`config.mk`:
```
export PLATFORM = sky130hd
export DESIGN_NAME = sdw_top
export DESIGN_NICKNAME = d
export VERILOG_FILES = /design/src/sdw_pkg.sv /design/src/sdw_top.sv /design/src/sdw_sync3.sv
export SDC_FILE = /design/constraint.sdc
export NUM_CORES = 1
export LEC_CHECK = 0
export ABC_CLOCK_PERIOD_IN_PS = 2400
export BUFFER_PORTS_ARGS = -buffer_cell sky130_fd_sc_hd__buf_2
export CAP_MARGIN = 20
export CORE_AREA = 2 2 410 412
export DETAILED_ROUTE_END_ITERATION = 16
export DIE_AREA = 0 0 412 414
export GPL_TIMING_DRIVEN = 0
export SETUP_SLACK_MARGIN = 0.05
export SLEW_MARGIN = 40
export SYNTH_ARGS = -nofsm -noshare
export SYNTH_HDL_FRONTEND = slang
export SYNTH_SLANG_ARGS = --single-unit
```
`constraint.sdc`:
```
create_clock -name mclk -period 2.4 [get_ports mclk]
set_input_delay 0.24 -clock mclk [delete_from_list [all_inputs] [get_ports mclk]]
set_output_delay 0.24 -clock mclk [all_outputs]
set_load 0.01 [all_outputs]
```
`src/sdw_pkg.sv`:
```
/*
  sdw_pkg: constants and types for the serial DAC write control block.
  assumes: used by sdw_top, sdw_props and tb only, referenced by scoped name.
*/
package sdw_pkg;
  localparam int FRAME_BITS = 16;
  localparam int CODE_BITS = 10;
  localparam int MODE_BITS = 2;
  localparam int TAP_COUNT = 1024;
  localparam int CNT_BITS = 5;
  // bit positions within a completed frame, first bit shifted is bit 15
  localparam int MODE_HI_POS = 13;
  localparam int MODE_LO_POS = 12;
  localparam int CODE_MSB_POS = 11;
  localparam int CODE_LSB_POS = 2;
  localparam logic [CNT_BITS-1:0] LAST_BIT_CNT = 5'h0F;
  localparam logic [CNT_BITS-1:0] CNT_RESET = 5'h00;
  localparam logic [CODE_BITS-1:0] CODE_RESET = 10'h000;
  localparam logic [FRAME_BITS-1:0] SHIFT_RESET = 16'h0000;
  // bench link clock period, used for documentation of the sampling margin
  localparam int MCLK_PERIOD_PS = 5000;
  localparam int LINK_PERIOD_PS = 160000;
  localparam int SAMPLES_PER_LINK = LINK_PERIOD_PS / MCLK_PERIOD_PS;

  typedef enum logic [MODE_BITS-1:0] {
    SDW_MODE_NORMAL = 2'h0,
    SDW_MODE_PD_1K = 2'h1,
    SDW_MODE_PD_100K = 2'h2,
    SDW_MODE_PD_HIZ = 2'h3
  } sdw_mode_t;

  // gray along idle -> shifting -> done
  typedef enum logic [1:0] {
    SDW_ST_IDLE = 2'h0,
    SDW_ST_SHIFT = 2'h1,
    SDW_ST_DONE = 2'h3
  } sdw_state_t;
endpackage

```
`src/sdw_top.sv`:
```
/*
  sdw_top: write-only three-wire serial front end of a 10-bit voltage DAC.
  turns frame sync, shift clock and data pins into sixteen-bit frames
  and drives the DAC code, the operating mode, the one-hot ladder tap
  and the analog power-down and termination enables; a frame cut short
  leaves every output as it was, and the 1k, 100k and hi-z enables are
  never on together.
  assumes: sync_n, sclk and din are pins sampled by mclk, which must run
  well above the link rate, so that every link level lasts several mclk
  cycles; the host keeps din steady around each falling sclk edge and
  holds sync_n high a few mclk cycles between frames; arst_n stands for
  the power-on reset and leaves the synchronisers low, so sync_n must be
  seen high before the first frame can start.
*/
`timescale 1ns/1ps
`default_nettype none
module sdw_top (
  input wire logic mclk,
  input wire logic arst_n,
  input wire logic sync_n,
  input wire logic sclk,
  input wire logic din,
  output logic [sdw_pkg::CODE_BITS-1:0] dac_code,
  output logic [sdw_pkg::MODE_BITS-1:0] op_mode,
  output logic [sdw_pkg::TAP_COUNT-1:0] tap_sel,
  output logic analog_shutdown,
  output logic pull_1k_en,
  output logic pull_100k_en,
  output logic out_hiz,
  output logic update_pulse
);
  // whole block state, registered once per mclk
  typedef struct packed {
    sdw_pkg::sdw_state_t state;
    logic [sdw_pkg::FRAME_BITS-1:0] shift;
    logic [sdw_pkg::CNT_BITS-1:0] cnt;
    logic sync_d;
    logic sclk_d;
    logic [sdw_pkg::CODE_BITS-1:0] code;
    logic [sdw_pkg::MODE_BITS-1:0] mode;
    logic [sdw_pkg::TAP_COUNT-1:0] taps;
    logic shdn;
    logic p1k;
    logic p100k;
    logic hiz;
    logic upd;
  } sdw_top_t;

  sdw_top_t st_r;
  sdw_top_t st_nxt;
  logic sync_s;
  logic sclk_s;
  logic din_s;
  logic [sdw_pkg::FRAME_BITS-1:0] frame;
  localparam int N_PINS = 3;
  logic [N_PINS-1:0] pin_raw;
  logic [N_PINS-1:0] pin_s;
  logic sync_fall;
  logic sclk_fall;

  function automatic logic [sdw_pkg::TAP_COUNT-1:0] tap_decode(
    input logic [sdw_pkg::CODE_BITS-1:0] code);
    logic [sdw_pkg::TAP_COUNT-1:0] t;
    t = '0;
    t[code] = 1'b1;
    return t;
  endfunction

  // falling edge between two samples of a synchronised level
  function automatic logic fell(
    input logic prev,
    input logic cur);
    return prev && !cur;
  endfunction

  // every mode but normal powers the analog part down
  function automatic logic is_pd(
    input logic [sdw_pkg::MODE_BITS-1:0] mode);
    return mode != sdw_pkg::SDW_MODE_NORMAL;
  endfunction

  // termination enables {1k, 100k, hi-z} for a mode
  function automatic logic [2:0] term_decode(
    input logic [sdw_pkg::MODE_BITS-1:0] mode);
    logic [2:0] t;
    t = 3'h0;
    case (mode)
      sdw_pkg::SDW_MODE_PD_1K: begin
        t = 3'h4;
      end
      sdw_pkg::SDW_MODE_PD_100K: begin
        t = 3'h2;
      end
      sdw_pkg::SDW_MODE_PD_HIZ: begin
        t = 3'h1;
      end
      default: begin
        t = 3'h0;
      end
    endcase
    return t;
  endfunction

  assign pin_raw = {sync_n, sclk, din};

  // one filtered synchroniser per link pin
  for (genvar g = 0; g < N_PINS; g++) begin : g_pin
    sdw_sync3 u_sync (
      .clk(mclk),
      .arst_n(arst_n),
      .din(pin_raw[g]),
      .dout(pin_s[g])
    );
  end

  assign sync_s = pin_s[2];
  assign sclk_s = pin_s[1];
  assign din_s = pin_s[0];
  assign sync_fall = fell(st_r.sync_d, sync_s);
  assign sclk_fall = fell(st_r.sclk_d, sclk_s);

  // msb first, last shifted bit lands at bit 0
  assign frame = {st_r.shift[sdw_pkg::FRAME_BITS-2:0], din_s};

  always_comb begin
    st_nxt = st_r;
    // edge history follows the synchronised pins
    st_nxt.sync_d = sync_s;
    st_nxt.sclk_d = sclk_s;
    // update pulse lasts one cycle
    st_nxt.upd = 1'b0;
    case (st_r.state)
      sdw_pkg::SDW_ST_IDLE: begin
        // start only on sync falling edge
        if (sync_fall) begin
          st_nxt.state = sdw_pkg::SDW_ST_SHIFT;
          st_nxt.cnt = sdw_pkg::CNT_RESET;
          st_nxt.shift = sdw_pkg::SHIFT_RESET;
        end
      end
      sdw_pkg::SDW_ST_SHIFT: begin
        // sync rise wins over a shift edge in the same cycle
        if (sync_s) begin
          st_nxt.state = sdw_pkg::SDW_ST_IDLE;
          st_nxt.shift = sdw_pkg::SHIFT_RESET;
          st_nxt.cnt = sdw_pkg::CNT_RESET;
        end else if (sclk_fall) begin
          st_nxt.shift = frame;
          st_nxt.cnt = st_r.cnt + 5'h01;
          if (st_r.cnt == sdw_pkg::LAST_BIT_CNT) begin
            st_nxt.state = sdw_pkg::SDW_ST_DONE;
            st_nxt.upd = 1'b1;
            // top two bits ignored, mode follows
            st_nxt.mode = {frame[sdw_pkg::MODE_HI_POS],
                           frame[sdw_pkg::MODE_LO_POS]};
            // a power-down frame keeps the code
            if (!is_pd(st_nxt.mode)) begin
              st_nxt.code =
                frame[sdw_pkg::CODE_MSB_POS:sdw_pkg::CODE_LSB_POS];
            end
          end
        end
      end
      sdw_pkg::SDW_ST_DONE: begin
        // stay done until sync rises
        // further shift edges land here and change nothing
        if (sync_s) begin
          st_nxt.state = sdw_pkg::SDW_ST_IDLE;
          st_nxt.cnt = sdw_pkg::CNT_RESET;
        end
      end
      default: begin
        st_nxt.state = sdw_pkg::SDW_ST_IDLE;
      end
    endcase
    {st_nxt.p1k, st_nxt.p100k, st_nxt.hiz} = term_decode(st_nxt.mode);
    st_nxt.shdn = is_pd(st_nxt.mode);
    st_nxt.taps = tap_decode(st_nxt.code);
  end

  always_ff @(posedge mclk or negedge arst_n) begin
    if (!arst_n) begin
      st_r <= '0;
      st_r.taps <= {{(sdw_pkg::TAP_COUNT-1){1'b0}}, 1'b1};
    end else begin
      st_r <= st_nxt;
    end
  end

  assign dac_code = st_r.code;
  assign op_mode = st_r.mode;
  assign tap_sel = st_r.taps;
  assign analog_shutdown = st_r.shdn;
  assign pull_1k_en = st_r.p1k;
  assign pull_100k_en = st_r.p100k;
  assign out_hiz = st_r.hiz;
  assign update_pulse = st_r.upd;
endmodule
`default_nettype wire

```
`src/sdw_sync3.sv`:
```
/*
  sdw_sync3: three-stage synchroniser with agreement filter.
  assumes: din is asynchronous to clk; output changes only when the
  second and third stages agree.
*/
`timescale 1ns/1ps
`default_nettype none
module sdw_sync3 (
  input wire logic clk,
  input wire logic arst_n,
  input wire logic din,
  output logic dout
);
  typedef struct packed {
    logic s1;
    logic s2;
    logic s3;
    logic q;
  } sdw_sync_t;

  sdw_sync_t st_r;
  sdw_sync_t st_nxt;

  always_comb begin
    st_nxt = st_r;
    st_nxt.s1 = din;
    st_nxt.s2 = st_r.s1;
    st_nxt.s3 = st_r.s2;
    if (st_r.s2 == st_r.s3) begin
      st_nxt.q = st_r.s3;
    end
  end

  always_ff @(posedge clk or negedge arst_n) begin
    if (!arst_n) begin
      st_r <= '0;
    end else begin
      st_r <= st_nxt;
    end
  end

  assign dout = st_r.q;
endmodule
`default_nettype wire

```
# --- Word-level counts from Yosys, hierarchy flattened ---
# Index checks and enable logic that the tools add are counted.
word_totals:
  ff_bits: 1077
  out_inout_bits: 1041
classes:
  eq_ne: 13
  n_mux: 21
  order_cmp: 2
  n_addsub: 1
  reduce_logical: 13
op_table:
  columns: ["op", "n"]
  rows:
  - ["two-way mux 23 bit", 3]
  - ["two-way mux 12 bit", 4]
  - ["one-hot mux 15 bit (2 select lines)", 1]
  - ["one-hot mux 5 bit (3 select lines)", 1]
  - ["less-than comparator 10 x 11 -> 1 bit (second input constant)", 1]
  - ["demux 1 bit (select 10 bit)", 1]
  - ["greater-or-equal comparator 10 x 1 -> 1 bit (second input constant)", 1]
  - ["two-way mux 10 bit", 1]
  - ["one-hot mux 3 bit (3 select lines)", 1]
  - ["AND reduction 4 bit", 2]
  - ["equality test 2 bit (second input constant)", 3]
  - ["inequality test 3 x 2 -> 1 bit (second input constant)", 2]
  - ["one-hot mux 2 bit (3 select lines)", 1]
  - ["nonzero test 2 bit", 3]
  - ["adder 5 x 1 -> 5 bit (second input constant)", 1]
  - ["equality test 5 x 4 -> 1 bit (second input constant)", 1]
  - ["two-way mux 1 bit", 5]
  - ["two-way mux 5 bit", 1]
  - ["equality test 2 x 1 -> 1 bit (second input constant)", 2]
  - ["two-way mux 2 bit", 2]
  - ["equality test 1 bit", 3]
  - ["logical AND 1 bit", 3]
  - ["AND reduction 3 bit", 1]
  - ["nonzero test 3 bit", 1]
  - ["4 further kinds", 5]

# --- Depth between registers and ports, before layout ---
depth:
  word_depth: 10
  ltp_mapped: 11
  depth_no_buf: 8

# --- Modules after synthesis ---
# From an unflattened synthesis, not the netlist that was laid out.
unflattened:
  hier_cells: 4472
  area_unflattened_um2: 46324.4
modules_own_cells:
  columns: ["mod", "instances", "cells_each", "area_per_inst_um2", "seq_area_each_um2"]
  rows:
  - ["sdw_top", 1, 4457, 45990.4, 26601.8]
  - ["sdw_sync3", 3, 5, 111.4, 100.1]

# --- Worst setup path after synthesis ---
# Ideal clock, no wire load.
synth_timing:
  path_type: "flip-flop to flip-flop"
  start: "reg st_r[1043] (netlist name)"
  end: "reg st_r, in the netlist tap_sel[835]"
  setup_ps: 134
  t_arrival_ps: 2178
  path_slack_ps: 88
  stages_incl_launch_ff: 11
  required_ps: 2266
  cell_sequence: "dfrtp_1 -> ha_1 -> and3_1 -> ha_1 -> nor4b_4 -> and2_1 -> buf_2 -> buf_4 -> a21oi_1 -> buf_2 -> nor2_1"
synth_lines:
  columns: ["item", "line", "rtl"]
  rows:
  - ["from (decl)", "sdw_top.sv:49", "sdw_top_t st_r;"]
  - ["from (signal assigned)", "sdw_top.sv:186", "st_r <= st_nxt;"]

==> out/qor.yml <==
yosysTopAreaCell: "dfrtp_1"
reg2reg_from: "frame[3]"
cts_buffers: 116
peakVddDrop_uv: 622
finalHoldViolations: 189
die-height_um: 414
nNetsFinal: 5925
clk_pin_slew_ns: 0.06
synth_top_area_share_pct: 57.9
wl_per_cell_um: 29.4
pin_count: 1046
synth_edf_count: 0
required_ns: 3.08
setup_viol: 1025
dp_hpwl_um: 174000
relSlewSlack_pct: 35.1
post-route-period-util_pct: 115
timing.fmax_mhz: 363
path_class: "register to register"
layout_setup_ws_ns: -0.352
crit_fanout: 10
p_leak_nw: 35.1
endpoint_kind: "register"
cp_cell_sequence: "buf_4 > buf_2 > nand4_1 > mux2_2 > clkbuf_2 > nor2_1"
r2r_cells: 6
die_x_um: 412
synthFlopType: "dfrtp_1"
total_power_mw: 37.2
layout_common_cells: "buf_4 (1186), buf_2 (1068), dfrtp_1 (1064), nor2_1 (1062), buf_12 (159)"
ant_nets: 0
layout-drive-gt1-share_pct: 56.0
fin_skew_ns: 0.0570
status: "finished, violations left"
synth.avg_cell_area_um2: 10.5
gr-total-overflow: 0
finalNonFillerCells: 8213
grt_start_max_net_pins: 114
max_slew.worst_pin.slew_ns: 0.972
drtPass1Iterations: 6
synth-async-reset-ratio_pct: 100
start_kind: "register"
crit_buf_inv: 3
area_growth_pct: 47.7
ctsRootBufferMaster: "clkbuf_16"
hold_slack_ns: -0.246
core_um2: 166000
gp_congestion: 1.05
rsz0062_at_grt: "true"
cap_violations: 0
stdcell_area_um2: 68500
place_ws_ns: -1.50
antenna_found_initial: 5
grtUsageTotal_pct: 27.2
cts_tree: "built"
drt_wl_total_um: 242000
power_density_nw_per_um2: 543
hp-class: "primary input to asynchronous set/reset pin"
final_common_cell: "buf_4"
ys_ff_latch: 1075
cp_data_arrival_time_ns: 3.43
drc: 0
synth_cells: 4439
yosys_warnings: 0
synth_cell_type_count: 52
grt_first_pass_wirelength_um: 319000
via_per_inst: 4.77
failed_checks: "negative hold slack, negative setup slack"
crit_slowest_cell: "mux2_2"
reg2reg_slack_ns: -0.35
placed_cell_area_um2: 55400
dp_cells: 7704
synth_area_um2: 46400
fin_crit_ns: 2.75
r2r-end: "tap_sel[483]"
cts_buffer_depth: 3
port-buffer-count: 1045
maxSlewViolCount: 0
clkSinkCount: 1075
crit_path_max_incr_delay_ns: 0.54
antenna_cells: 0
initial_core_util_pct: 27.9
grt_pass1_vias: 38704
final.setup.tns_ns: -138.77
htreeDepth: 3
crit_start: "frame[3]"
route.vias.total: 39195
crit_family: "buffers and inverters"
synth_area_leaders: "dfrtp_1 (58%), buf_4 (17%), nor2_1 (9.4%)"
synth_seq_area_share_pct: 58.0
first_iter_violations: 3939
syn_nets: 4446
dieArea_um2: 171000
clk_latency_ns: 0.81
rows: 150
synthesized netlist by cell type, types with 5 or more instances:
| cell | number |
|---|---|
| buf_4 | 1047 |
| o21ai_0 | 5 |
| or2_2 | 9 |
| nor3_1 | 155 |
| nand4b_1 | 8 |
| mux2i_2 | 6 |
| clkbuf_1 | 129 |
| nand4_1 | 11 |
| a21oi_1 | 127 |
| a211o_1 | 8 |
| mux2_2 | 22 |
| a31oi_1 | 35 |
| nor2_1 | 1160 |
| a21oi_2 | 19 |
| a22o_1 | 14 |
| nand3b_1 | 12 |
| nand2b_1 | 26 |
| dfrtp_1 | 1074 |
| nand2_1 | 46 |
| inv_1 | 7 |
| buf_2 | 127 |
| or4b_2 | 5 |
| a31oi_2 | 5 |
| buf_1 | 12 |
| nor4_1 | 29 |
| mux2i_1 | 94 |
| or3b_2 | 17 |
| o21a_1 | 7 |
| a211oi_1 | 152 |
| nand3_1 | 11 |
| or3_1 | 16 |
layout make-up:
class,count,area [um2]
clock buffers,163,3360
well taps,2204,2760
inverters,7,26.3
clock inverters,46,542
plain buffers,1307,10600
flip-flops and latches,1075,26900
fillers,16060,97800
multi-input cells,2041,14100
repair buffers,1370,10300
flip-flops by register name, summed over array words and instances, names as in the netlist:
name                 cells
pull_100k_en             1
st_r                     9
pull_1k_en               1
update_pulse             1
frame                   13
analog_shutdown          1
tap_sel               1024
dac_code                10
g_pin.u_sync.st_nxt      6
op_mode                  2
g_pin.u_sync.dout        3
g_pin.u_sync.st_r        3
out_hiz                  1
report_power, final:
| part | switching (mW) | internal (mW) | total, mW |
|---|---|---|---|
| clock | 7.82 | 10.6 | 18.4 |
| combinational | 0.526 | 0.156 | 0.682 |
| sequential | 0.0216 | 18.1 | 18.2 |
| total | 8.37 | 28.9 | 37.2 |
worst reg2reg max path, stage by stage, from the launching register on:
cell and delay, ns:
dfrtp_2 0.52, buf_4 0.31, buf_2 0.32, nand4_1 0.49, mux2_2 0.54, clkbuf_2 0.24, nor2_1 0.25
logic make-up after synthesis:
kind of cell | after synthesis | synth area share (%)
simple gates | 1531 | 14.0
buf+inv | 1323 | 19.5
flops | 1075 | 58.0
compound gates | 381 | 5.56
mux | 124 | 2.80
fa+ha+maj | 5 | 0.119
worst max-delay path by stage:
stage | slack, ns | depth (start not counted) | to
finish | -0.35 | 6 | tap_sel[483]
global route | -0.27 | 13 | tap_sel[752]
CTS | -0.26 | 11 | tap_sel[459]
detailed placement | -1.50 | 10 | tap_sel[413]
global placement | -22.10 | 1 | tap_sel[295]
floorplan | 0.09 | 10 | tap_sel[835]
stage by stage:
step / hold WS, ns / util [%]
global placement: 0.344 / 32.7
floorplan: -0.0556 / -
global route: -0.222 / 41.2
detailed placement: 0.157 / 33.3
CTS: -0.552 / 40.1
finish: -0.246 / 41.2
what timing repair did:
action                                  4_1_cts  5_1_grt
endpoints found under the setup margin     1152     1239
hold buffers                                  5        4
resized for setup                           864      269
gates cloned                                 22       18
hold endpoints to repair                    249       84
buffers inserted                            226       40
pin swaps                                    56       35
layer usage:
metal | track usage (%) | up-vias | routed length, um | share of wire [%]
li1 | - | 16281 | - | -
met1 | 32.5 | 19753 | 90700 | 38
met2 | 43.1 | 2456 | 111000 | 46
met3 | 8.65 | 703 | 23200 | 9.6
met4 | 15.6 | 2 | 16400 | 6.8
met5 | 0 | - | 8 | 0.0033
(Power assumes the default switching activity.)
